[config.mk]
export PLATFORM = sky130hd
export DESIGN_NAME = fsw_host
export DESIGN_NICKNAME = d
export VERILOG_FILES = /design/src/pkg/fsw_pkg.sv /design/src/rtl/fsw_bus_cycle.sv /design/src/rtl/fsw_host.sv
export SDC_FILE = /design/constraint.sdc
export NUM_CORES = 1
export LEC_CHECK = 0
export CORE_ASPECT_RATIO = 1.5
export CORE_MARGIN = 2
export CORE_UTILIZATION = 45
export CTS_BUF_LIST = sky130_fd_sc_hd__clkbuf_16
export DETAILED_ROUTE_END_ITERATION = 10
export DONT_BUFFER_PORTS = 1
export HOLD_SLACK_MARGIN = 0.03
export PLACE_DENSITY = 0.57
export SLEW_MARGIN = 10
export SYNTH_ARGS = -nofsm -noshare
export SYNTH_HDL_FRONTEND = slang
export SYNTH_HIERARCHICAL = 1
export SYNTH_SLANG_ARGS = --single-unit
[constraint.sdc]
create_clock -name mclk -period 3.6 [get_ports mclk]
set_input_delay 0.54 -clock mclk [delete_from_list [all_inputs] [get_ports mclk]]
set_output_delay 0.54 -clock mclk [all_outputs]
set_load 0.005 [all_outputs]
[src/pkg/fsw_pkg.sv]
// constants shared by the flash word-program host controller
package fsw_pkg;
  localparam int CLK_NS = 50;
  localparam int T_PULSE_NS = 100;
  localparam int T_RECOVER_NS = 50;
  localparam int PULSE_CYC = (T_PULSE_NS + CLK_NS - 1) / CLK_NS;
  localparam int RECOVER_CYC = (T_RECOVER_NS + CLK_NS - 1) / CLK_NS;
  localparam int SYNC_CYC = 3;
  localparam int ADDR_W = 21;
  localparam int DATA_W = 16;
  localparam int POLL_LIMIT_DEF = 100000;
  localparam logic [7:0] CMD_PROG_SETUP = 8'h40;
  localparam logic [7:0] CMD_PROG_ALT = 8'h10;
  localparam logic [7:0] CMD_READ_STATUS = 8'h70;
  localparam logic [7:0] CMD_CLEAR_STATUS = 8'h50;
  localparam logic [7:0] CMD_READ_ARRAY = 8'hFF;
  localparam int SR_READY = 7;
  localparam int SR_ERASE_SUSP = 6;
  localparam int SR_ERASE_ERR = 5;
  localparam int SR_PROG_ERR = 4;
  localparam int SR_SUPPLY_LOW = 3;
  localparam int SR_PROG_SUSP = 2;
  localparam int SR_LOCK_VIOL = 1;
  localparam logic [7:0] REG_CTRL = 8'h00;
  localparam logic [7:0] REG_ADDR = 8'h04;
  localparam logic [7:0] REG_DATA = 8'h08;
  localparam logic [7:0] REG_STAT = 8'h0C;
  localparam logic [7:0] REG_FLASH_STATUS = 8'h10;
  localparam int CTRL_GO_PROGRAM = 0;
  localparam int CTRL_GO_CLEAR = 1;
  localparam int CTRL_ALT_SETUP = 2;
  localparam int CTRL_GO_STATUS = 3;
  localparam int CTRL_ACK_DONE = 4;
  localparam int STAT_BUSY = 0;
  localparam int STAT_DONE = 1;
  localparam int STAT_TIMEOUT = 2;
  localparam int STAT_ERROR = 3;
  localparam logic [7:0] RESET_FLASH_STATUS = 8'h80;
endpackage : fsw_pkg

[src/rtl/fsw_bus_cycle.sv]
// one asynchronous flash bus cycle: write or read, with input synchroniser
`timescale 1ns/1ps
module fsw_bus_cycle (
  input wire logic mclk,
  input wire logic reset,
  input wire logic start,
  input wire logic is_read,
  input wire logic [fsw_pkg::ADDR_W-1:0] cyc_addr,
  input wire logic [fsw_pkg::DATA_W-1:0] cyc_wdata,
  output logic busy,
  output logic done,
  output logic [fsw_pkg::DATA_W-1:0] rdata,
  output logic [fsw_pkg::ADDR_W-1:0] flash_addr,
  output logic flash_ce_n,
  output logic flash_oe_n,
  output logic flash_we_n,
  input wire logic [fsw_pkg::DATA_W-1:0] dq_in,
  output logic [fsw_pkg::DATA_W-1:0] dq_out,
  output logic dq_oe
);
  typedef enum logic [3:0] {
    P_IDLE = 4'b0001,
    P_SETUP = 4'b0010,
    P_ACTIVE = 4'b0100,
    P_RECOVER = 4'b1000
  } fsw_phase_t;

  localparam logic [3:0] WR_LAST = 4'(fsw_pkg::PULSE_CYC - 1);
  localparam logic [3:0] RD_LAST = 4'(fsw_pkg::PULSE_CYC + fsw_pkg::SYNC_CYC - 1);
  localparam logic [3:0] REC_LAST = 4'(fsw_pkg::RECOVER_CYC - 1);

  fsw_phase_t phase;
  logic [3:0] cnt;
  logic rd_mode;
  logic [fsw_pkg::DATA_W-1:0] s1, s2, s3, dq_filt;
  wire active_end = (phase == P_ACTIVE) && (cnt == (rd_mode ? RD_LAST : WR_LAST));
  wire recover_end = (phase == P_RECOVER) && (cnt == REC_LAST);

  assign busy = (phase != P_IDLE);

  // three-stage sampler; a change counts once stages two and three agree
  always_ff @(posedge mclk) begin
    s1 <= dq_in;
    s2 <= s1;
    s3 <= s2;
    if (reset) begin
      dq_filt <= '0;
    end else if (s2 == s3) begin
      dq_filt <= s3;
    end
  end

  always_ff @(posedge mclk) begin
    if (reset) begin
      phase <= P_IDLE;
      cnt <= '0;
      rd_mode <= 1'b0;
      done <= 1'b0;
      rdata <= '0;
      flash_addr <= '0;
      flash_ce_n <= 1'b1;
      flash_oe_n <= 1'b1;
      flash_we_n <= 1'b1;
      dq_out <= '0;
      dq_oe <= 1'b0;
    end else begin
      done <= 1'b0;
      unique case (phase)
        P_IDLE: begin
          if (start) begin
            // chip enable first, so the strobe falls last
            phase <= P_SETUP;
            rd_mode <= is_read;
            flash_addr <= cyc_addr;
            flash_ce_n <= 1'b0;
            dq_out <= cyc_wdata;
            dq_oe <= !is_read;
          end
        end
        P_SETUP: begin
          phase <= P_ACTIVE;
          cnt <= '0;
          flash_oe_n <= !rd_mode;
          flash_we_n <= rd_mode;
        end
        P_ACTIVE: begin
          cnt <= cnt + 4'h1;
          if (active_end) begin
            phase <= P_RECOVER;
            cnt <= '0;
            flash_oe_n <= 1'b1;
            flash_we_n <= 1'b1;
            if (rd_mode) begin
              rdata <= dq_filt;
            end
          end
        end
        P_RECOVER: begin
          cnt <= cnt + 4'h1;
          flash_ce_n <= 1'b1;
          dq_oe <= 1'b0;
          if (recover_end) begin
            phase <= P_IDLE;
            done <= 1'b1;
          end
        end
      endcase
    end
  end
endmodule : fsw_bus_cycle

[src/rtl/fsw_host.sv]
// host controller: programs one flash word and checks its status
//
// Implementation choices: the register addresses and strobed register access.
`timescale 1ns/1ps
module fsw_host #(
  parameter int POLL_LIMIT = fsw_pkg::POLL_LIMIT_DEF
) (
  input wire logic mclk,
  input wire logic reset,
  input wire logic [7:0] reg_addr,
  input wire logic [31:0] reg_wdata,
  input wire logic reg_write,
  input wire logic reg_read,
  output logic [31:0] reg_rdata,
  output logic [fsw_pkg::ADDR_W-1:0] flash_addr,
  output logic flash_ce_n,
  output logic flash_oe_n,
  output logic flash_we_n,
  input wire logic [fsw_pkg::DATA_W-1:0] dq_in,
  output logic [fsw_pkg::DATA_W-1:0] dq_out,
  output logic dq_oe
);
  typedef enum logic [6:0] {
    S_IDLE = 7'b0000001,
    S_SETUP = 7'b0000010,
    S_DATA = 7'b0000100,
    S_RSCMD = 7'b0001000,
    S_POLL = 7'b0010000,
    S_CLEAR = 7'b0100000,
    S_ARRAY = 7'b1000000
  } fsw_state_t;

  localparam logic [19:0] POLL_LAST = 20'(POLL_LIMIT - 1);

  fsw_state_t state, next_state;
  logic issued;
  logic [fsw_pkg::ADDR_W-1:0] word_addr;
  logic [fsw_pkg::DATA_W-1:0] word_data;
  logic alt_setup;
  logic [7:0] flash_status;
  logic done_flag, timeout_flag, error_flag;
  logic [19:0] poll_cnt;
  logic cyc_busy, cyc_done;
  logic [fsw_pkg::DATA_W-1:0] cyc_rdata;

  function automatic logic [fsw_pkg::DATA_W-1:0] fsw_cmd(input logic [7:0] code);
    return {8'h00, code};
  endfunction : fsw_cmd

  // decode of the register port
  wire wr_ctrl = reg_write && (reg_addr == fsw_pkg::REG_CTRL);
  wire wr_addr = reg_write && (reg_addr == fsw_pkg::REG_ADDR);
  wire wr_data = reg_write && (reg_addr == fsw_pkg::REG_DATA);
  wire idle = (state == S_IDLE);
  wire go_program = wr_ctrl && reg_wdata[fsw_pkg::CTRL_GO_PROGRAM] && idle;
  wire go_clear = wr_ctrl && reg_wdata[fsw_pkg::CTRL_GO_CLEAR] && idle;
  wire go_status = wr_ctrl && reg_wdata[fsw_pkg::CTRL_GO_STATUS] && idle;
  wire ack_done = wr_ctrl && reg_wdata[fsw_pkg::CTRL_ACK_DONE];

  // judging the answer of one status poll
  wire [7:0] poll_sr = cyc_rdata[7:0];
  wire poll_ready = poll_sr[fsw_pkg::SR_READY];
  wire poll_err = poll_sr[fsw_pkg::SR_LOCK_VIOL] || poll_sr[fsw_pkg::SR_SUPPLY_LOW]
                  || poll_sr[fsw_pkg::SR_PROG_ERR] || poll_sr[fsw_pkg::SR_ERASE_ERR];
  wire poll_end = (state == S_POLL) && cyc_done;
  wire poll_expired = (poll_cnt == POLL_LAST);
  wire seq_end = cyc_done && ((state == S_ARRAY) || (state == S_CLEAR));

  // what each state puts on the flash bus
  wire cyc_start = !idle && !issued && !cyc_busy;
  wire cyc_is_read = (state == S_POLL);
  wire [fsw_pkg::DATA_W-1:0] setup_word = fsw_cmd(alt_setup ? fsw_pkg::CMD_PROG_ALT : fsw_pkg::CMD_PROG_SETUP);
  wire [fsw_pkg::DATA_W-1:0] cyc_wdata =
    (state == S_SETUP) ? setup_word :
    (state == S_DATA) ? word_data :
    (state == S_RSCMD) ? fsw_cmd(fsw_pkg::CMD_READ_STATUS) :
    (state == S_CLEAR) ? fsw_cmd(fsw_pkg::CMD_CLEAR_STATUS) :
    fsw_cmd(fsw_pkg::CMD_READ_ARRAY);

  fsw_bus_cycle u_cycle (
    .mclk(mclk),
    .reset(reset),
    .start(cyc_start),
    .is_read(cyc_is_read),
    .cyc_addr(word_addr),
    .cyc_wdata(cyc_wdata),
    .busy(cyc_busy),
    .done(cyc_done),
    .rdata(cyc_rdata),
    .flash_addr(flash_addr),
    .flash_ce_n(flash_ce_n),
    .flash_oe_n(flash_oe_n),
    .flash_we_n(flash_we_n),
    .dq_in(dq_in),
    .dq_out(dq_out),
    .dq_oe(dq_oe)
  );

  always_comb begin
    next_state = state;
    unique case (state)
      S_IDLE: begin
        if (go_program) next_state = S_SETUP;
        else if (go_status) next_state = S_RSCMD;
        else if (go_clear) next_state = S_CLEAR;
      end
      S_SETUP: if (cyc_done) next_state = S_DATA;
      S_DATA: if (cyc_done) next_state = S_POLL;
      S_RSCMD: if (cyc_done) next_state = S_POLL;
      S_POLL: begin
        if (poll_end && poll_ready) begin
          // clearing also covers supply low before next program
          next_state = poll_err ? S_CLEAR : S_ARRAY;
        end else if (poll_end && poll_expired) begin
          next_state = S_ARRAY;
        end
      end
      S_CLEAR: if (cyc_done) next_state = S_IDLE;
      S_ARRAY: if (cyc_done) next_state = S_IDLE;
    endcase
  end

  always_ff @(posedge mclk) begin
    if (reset) begin
      state <= S_IDLE;
      issued <= 1'b0;
      poll_cnt <= '0;
    end else begin
      state <= next_state;
      issued <= cyc_done ? 1'b0 : (issued || cyc_start);
      poll_cnt <= (state != S_POLL) ? 20'h00000 : (poll_end ? poll_cnt + 20'h00001 : poll_cnt);
    end
  end

  always_ff @(posedge mclk) begin
    if (reset) begin
      word_addr <= '0;
      word_data <= '0;
      alt_setup <= 1'b0;
      flash_status <= fsw_pkg::RESET_FLASH_STATUS;
    end else begin
      if (wr_addr && idle) word_addr <= reg_wdata[fsw_pkg::ADDR_W-1:0];
      if (wr_data && idle) word_data <= reg_wdata[fsw_pkg::DATA_W-1:0];
      if (wr_ctrl && idle) alt_setup <= reg_wdata[fsw_pkg::CTRL_ALT_SETUP];
      // every poll is a fresh read of the device status
      if (poll_end) flash_status <= poll_sr;
    end
  end

  // sticky flags: done setting wins over its acknowledge; timeout and error clear only on a new program or status start
  always_ff @(posedge mclk) begin
    if (reset) begin
      done_flag <= 1'b0;
      timeout_flag <= 1'b0;
      error_flag <= 1'b0;
    end else begin
      done_flag <= seq_end || (done_flag && !ack_done);
      if (go_program || go_status) begin
        timeout_flag <= 1'b0;
        error_flag <= 1'b0;
      end else begin
        if (poll_end && !poll_ready && poll_expired) timeout_flag <= 1'b1;
        if (poll_end && poll_ready && poll_err) error_flag <= 1'b1;
      end
    end
  end

  always_ff @(posedge mclk) begin
    if (reset) begin
      reg_rdata <= '0;
    end else if (reg_read) begin
      unique case (reg_addr)
        fsw_pkg::REG_CTRL: reg_rdata <= {29'h0, alt_setup, 2'h0};
        fsw_pkg::REG_ADDR: reg_rdata <= {11'h000, word_addr};
        fsw_pkg::REG_DATA: reg_rdata <= {16'h0000, word_data};
        fsw_pkg::REG_STAT: reg_rdata <= {28'h0, error_flag, timeout_flag, done_flag, !idle};
        fsw_pkg::REG_FLASH_STATUS: reg_rdata <= {24'h0, flash_status};
        default: reg_rdata <= '0;
      endcase
    end else begin
      reg_rdata <= '0;
    end
  end
endmodule : fsw_host

==> flow_summary.ini, run 1 <==
[run_status]
status = complete, no violations

[floorplanning]
placementRows = 60
die_h_um = 169
dieArea_mm2 = 0.0193
core_mm2 = 0.0179
io_pins = 133
die_w_um = 114
start_util = 0.457

[worst_setup_path]
path_cells = nand2b_1 -> or3_1 -> nor3_1 -> nor4b_4 -> buf_4 -> nand2b_1 -> a211oi_1
cp_slowest_stage_delay_ps = 470
end_kind = register
required_ps = 4020
arrival_ps = 3160
crit_slowest_cell = nor3_1
crit_type = reg2reg
crit_top_cell = nand2b_1
cp-start-kind = register
cp_max_fo = 39

[clock_network]
clk_pin_slew_worst_paths_ps = 60
cts-resized-gates = 0
cts_tree = built
cts_inserted_buffers = 22
root_buffer = clkbuf_16
h-tree-depth = 1
cts.path.max_buffers = 3
post_cts_buffers = 0
insertion_delay_ps = 500
cts_hold_buf = 0
cts_sinks = 213

[yosys]
synth_cells = 862
syn_area_per_cell_um2 = 9.48
netlist_area_mm2 = 0.00817
ys.warnings.count = 6

[timing]
slew_viol_final = 0
slew_headroom = 0.400
max_freq_ghz = 0.364
fin_skew_ps = 10.9
setup_viol = 0
tightest_slew_ps = 893
fin_crit_sh = 0.762
fin_crit_ps = 2740
fin_setup_tns_ps = 0
finalHoldViolations = 0
rsz0062_at_grt = false

[cells_and_area]
syn2layout_area_growth_pct = 8.68
final_cell_mix = dfxtp_1 (213), nor2_1 (104), nand2_1 (94)
design_area_mm2 = 0.00888
fillers = 1699
drive_gt1_frac = 0.0680
layout_commonest_cell = dfxtp_1
final_core_util = 0.497
diodes = 0
nets = 901

[grt]
grt_pass1_wl_mm = 29.6
grt-ovfl-total = 0
grt_usage = 0.187
grt_max_degree = 131
grt_antenna_before_repair = 0
grt_pass1_vias = 5867

[detailed_routing]
routed_wl_mm = 18.3
drtAntennaViolNets = 0
drc_errors = 0
wl_per_cell_um = 17.1
dr.pass1.iters = 6
dr.first_iter.drc_count = 333
vias = 5837
vias_per_cell = 5.46

[place]
io_buffers = 0
place_congestion = 0.862
postPlaceCellArea_mm2 = 0.00821
place_hpwl_mm = 12.7

[power]
powerDensity_mw_per_mm2 = 564
p_sw_w = 0.00126
leakage_nw = 3.05
seqPwrFrac = 0.506
p_int_w = 0.00375
p_sw_frac = 0.251
ir_worst_vdd_mv = 0.453
p_clk_frac = 0.417
comb_power_share = 0.077

[worst_hold_path]
hp-class = in2reg

[job]
maxCapViolCount = 0
==> state kept, by name (all words and copies together) (netlist names), 4 cells and up <==
signal              flops
flash_status            8
poll_cnt               20
reg_rdata              21
state                   7
u_cycle/cnt             4
u_cycle/dq_filt         8
u_cycle/dq_out         16
u_cycle/flash_addr     21
u_cycle/phase           4
u_cycle/rdata           8
u_cycle/s1             16
u_cycle/s2             16
u_cycle/s3             16
word_addr              21
word_data              16
==> per-stage QoR <==
step	total power, W	instances	hold WS (ps)	setup slack [ps]
2_1_floorplan	0.00290	872	310	1060
3_3_place_gp	0.00296	1031	310	972
3_5_place_dp	0.00297	1031	312	886
4_1_cts	0.00508	1070	43.0	857
5_1_grt	0.00522	1070	46.1	642
6_report	0.00501	1070	66.7	856
==> worst max-delay path: cells and delay by family, from the launching register on <==
| kind | cells | cell delay, ps |
|---|---|---|
| AND/OR/NAND/NOR | 5 | 1560 |
| flip-flops | 1 | 460 |
| buffers and inverters | 1 | 430 |
| AO/OA/AOI/OAI | 1 | 210 |
==> path summary, 6_finish.rpt <==
kind	startpoint	to	depth (start not counted)	slack [ps]
min	dq_in[1]	u_cycle/s1[1]	0	70
max reg2reg	u_cycle/phase[3]	u_cycle/dq_oe	7	860
min reg2reg	u_cycle/s1[3]	u_cycle/s2[3]	0	320
max	u_cycle/phase[3]	u_cycle/dq_oe	7	860
==> area by class of cell <==
class	instances	area, µm²	area share
tap	217	272	0.0306
inverter	16	60.1	0.00676
timing repair buffer	7	52.6	0.00592
multi-input combinational	578	3560	0.401
sequential	213	4260	0.480
clock inverter	16	97.6	0.0110
clock buffer	23	576	0.0648
==> power by group through the flow <==
| stage | clock network, W | registers (W) | logic (W) |
|---|---|---|---|
| after floorplan | 0 | 0.00253 | 0.000366 |
| after global placement | 0 | 0.00259 | 0.000374 |
| after detailed placement | 0 | 0.00259 | 0.000384 |
| after CTS | 0.00216 | 0.00254 | 0.000386 |
| after global routing | 0.00224 | 0.00255 | 0.000431 |
| final | 0.00209 | 0.00254 | 0.000386 |
==> per-layer routing <==
| layer | GRT usage | wire [µm] |
|---|---|---|
| met3 | 0.0397 | 1110 |
| met1 | 0.213 | 7320 |
| met5 | 0 | 0 |
| met2 | 0.342 | 9420 |
| met4 | 0.0636 | 456 |
Note: power is estimated with default switching activity, not from simulation.
==> run 2: changes to the inputs <==
Settings changed: ABC_AREA set to 1.
Clock period 3.6 ns to 2.6 ns, I/O delays scaled along.
==> run 2 against run 1 <==
Setup slack worse by 330 ps; routed wire length increased by 7.6%; combinational power grew to 3.4 times the previous value; clock power rose by 44%; clock skew is 4.6 ps lower; power increased by 59%; via count up 16%; synthesized cell count up 29%; first-iteration DRC count grew 15%; global-route usage rose by 1.1 points; largest cell class unchanged.
==> flow_summary.ini, run 2 <==
[power]
p_sw_frac = 0.291
p_sw_w = 0.00232
powerDensity_mw_per_mm2 = 832
p_clk_frac = 0.379
p_int_w = 0.00564
ir_worst_vdd_mv = 0.609
leakage_nw = 3.99
comb_power_share = 0.165
p_total_w = 0.00796
seqPwrFrac = 0.456

[place]
dp_cells = 1325
place_hpwl_mm = 13.8
place_congestion = 0.842
io_buffers = 0

[grt]
grt_pass1_wl_mm = 31.3
grt_max_degree = 55
grt_pass1_vias = 6295
use_met1 = 0.205
grt-ovfl-total = 0
grt.busiest_layer = met2
grt_usage = 0.198
met2_usage = 0.393
grt_use_met3 = 0.0287
grt_antenna_before_repair = 0

[job]
maxCapViolCount = 0

[worst_setup_path]
r2r-end = u_cycle/flash_addr[15]
crit_type = reg2reg
rr_worst_depth = 8
cp_max_fo = 38
cp-start-kind = register
end_kind = register
arrival_ps = 2500
reg2reg_slack_ps = 530
crit_path_end = u_cycle/flash_addr[15]
r2r-start = state[4]
startpoint = state[4]
required_ps = 3020

[cells_and_area]
diodes = 0
ff_latch_area_mm2 = 0.00426
drive_gt1_frac = 0.0814
final_core_util = 0.518
layout_commonest_cell = nand2_1
fillers = 1861
nets = 1190
top_regs = reg_rdata x21, u_cycle/flash_addr x21, word_addr x21
multiInputGateArea_mm2 = 0.00339
syn2layout_area_growth_pct = 12.8
final_cells = 1394
final_cell_mix = nand2_1 (270), dfxtp_1 (213), nor2_1 (142)

[yosys]
ys.warnings.count = 6
netlist_area_mm2 = 0.00847
synth_cells = 1112
syn_area_per_cell_um2 = 7.62

[timing]
fin_crit_ps = 2070
setup_viol = 0
fin_crit_sh = 0.797
fin_setup_tns_ps = 0
slew_headroom = 0.525
slew_viol_final = 0
tightest_slew_ps = 709
fin_skew_ps = 6.29
finalHoldViolations = 0
rsz0062_at_grt = false
max_freq_ghz = 0.482

[clock_network]
cts_tree = built
root_buffer = clkbuf_16
cts_inserted_buffers = 21
clk_pin_slew_worst_paths_ps = 60
insertion_delay_ps = 490
h-tree-depth = 1
cts_sinks = 213
cts-resized-gates = 0
cts.path.max_buffers = 3

[worst_hold_path]
hp-class = in2reg
hold_start = reg_wdata[6]

[detailed_routing]
drtAntennaViolNets = 0
vias = 6751
dr.first_iter.drc_count = 382
drc_errors = 0
vias_per_cell = 4.84
routed_wl_mm = 19.7
wl_per_cell_um = 14.1
dr.pass1.iters = 5

[floorplanning]
start_util = 0.459
die_h_um = 172
die_w_um = 116
core_mm2 = 0.0185
dieArea_mm2 = 0.0200
io_pins = 133
placementRows = 61

[run_status]
status = complete, no violations
run 2: worst max-delay path: stages, from the launching register on:
cell and delay [ps]:
dfxtp_1 420, inv_1 90, nand2_2 120, nor2_4 70
nor3_1 310, nand3_2 140, inv_2 530, nand2_1 150
a21oi_1 150
run 2: worst min path at each step:
stage | slack (ps) | to | depth (start not counted)
after floorplan | 310 | u_cycle/s2[0] | 0
after global placement | 310 | u_cycle/s2[10] | 0
after detailed placement | 310 | u_cycle/s2[14] | 0
after CTS | 30 | word_data[6] | 2
after global routing | 30 | word_addr[9] | 2
final | 40 | word_data[6] | 2
run 2: repair_timing:
item	4_1_cts	5_1_grt
buffers inserted	0	0
hold buffers	31	0
endpoints found under the hold margin	84	0
run 2: layer usage:
layer  up-vias  wire, µm
met4         0       617
met3        37       852
met5         -         0
li1       3515         -
met2       132     10600
met1      3067      7590
run 2: through the flow:
stage          setup WS (ps)  hold WS, ps  cell area (µm²)
6_report                 527         42.2             9560
5_1_grt                  285         32.1             9560
4_1_cts                  513         31.7             9560
3_5_place_dp             526          312             8550
3_3_place_gp             578          310             8550
2_1_floorplan           1040          310             8510
run 2: final cells by class:
| type | count | share of cell area |
|---|---|---|
| clock buffers | 21 | 0.0550 |
| clock inverters | 17 | 0.0169 |
| flip-flops and latches | 213 | 0.446 |
| multi-input cells | 722 | 0.355 |
| repair buffers | 43 | 0.0437 |
| inverters | 126 | 0.0505 |
| well taps | 252 | 0.0330 |
run 2: power by group through the flow:
stage / clock (W) / combinational [W] / sequential [W]
2_1_floorplan: 0 / 0.00114 / 0.00365
3_3_place_gp: 0 / 0.00125 / 0.00370
6_report: 0.00301 / 0.00132 / 0.00363
4_1_cts: 0.00309 / 0.00133 / 0.00364
3_5_place_dp: 0 / 0.00127 / 0.00371
5_1_grt: 0.00323 / 0.00150 / 0.00365
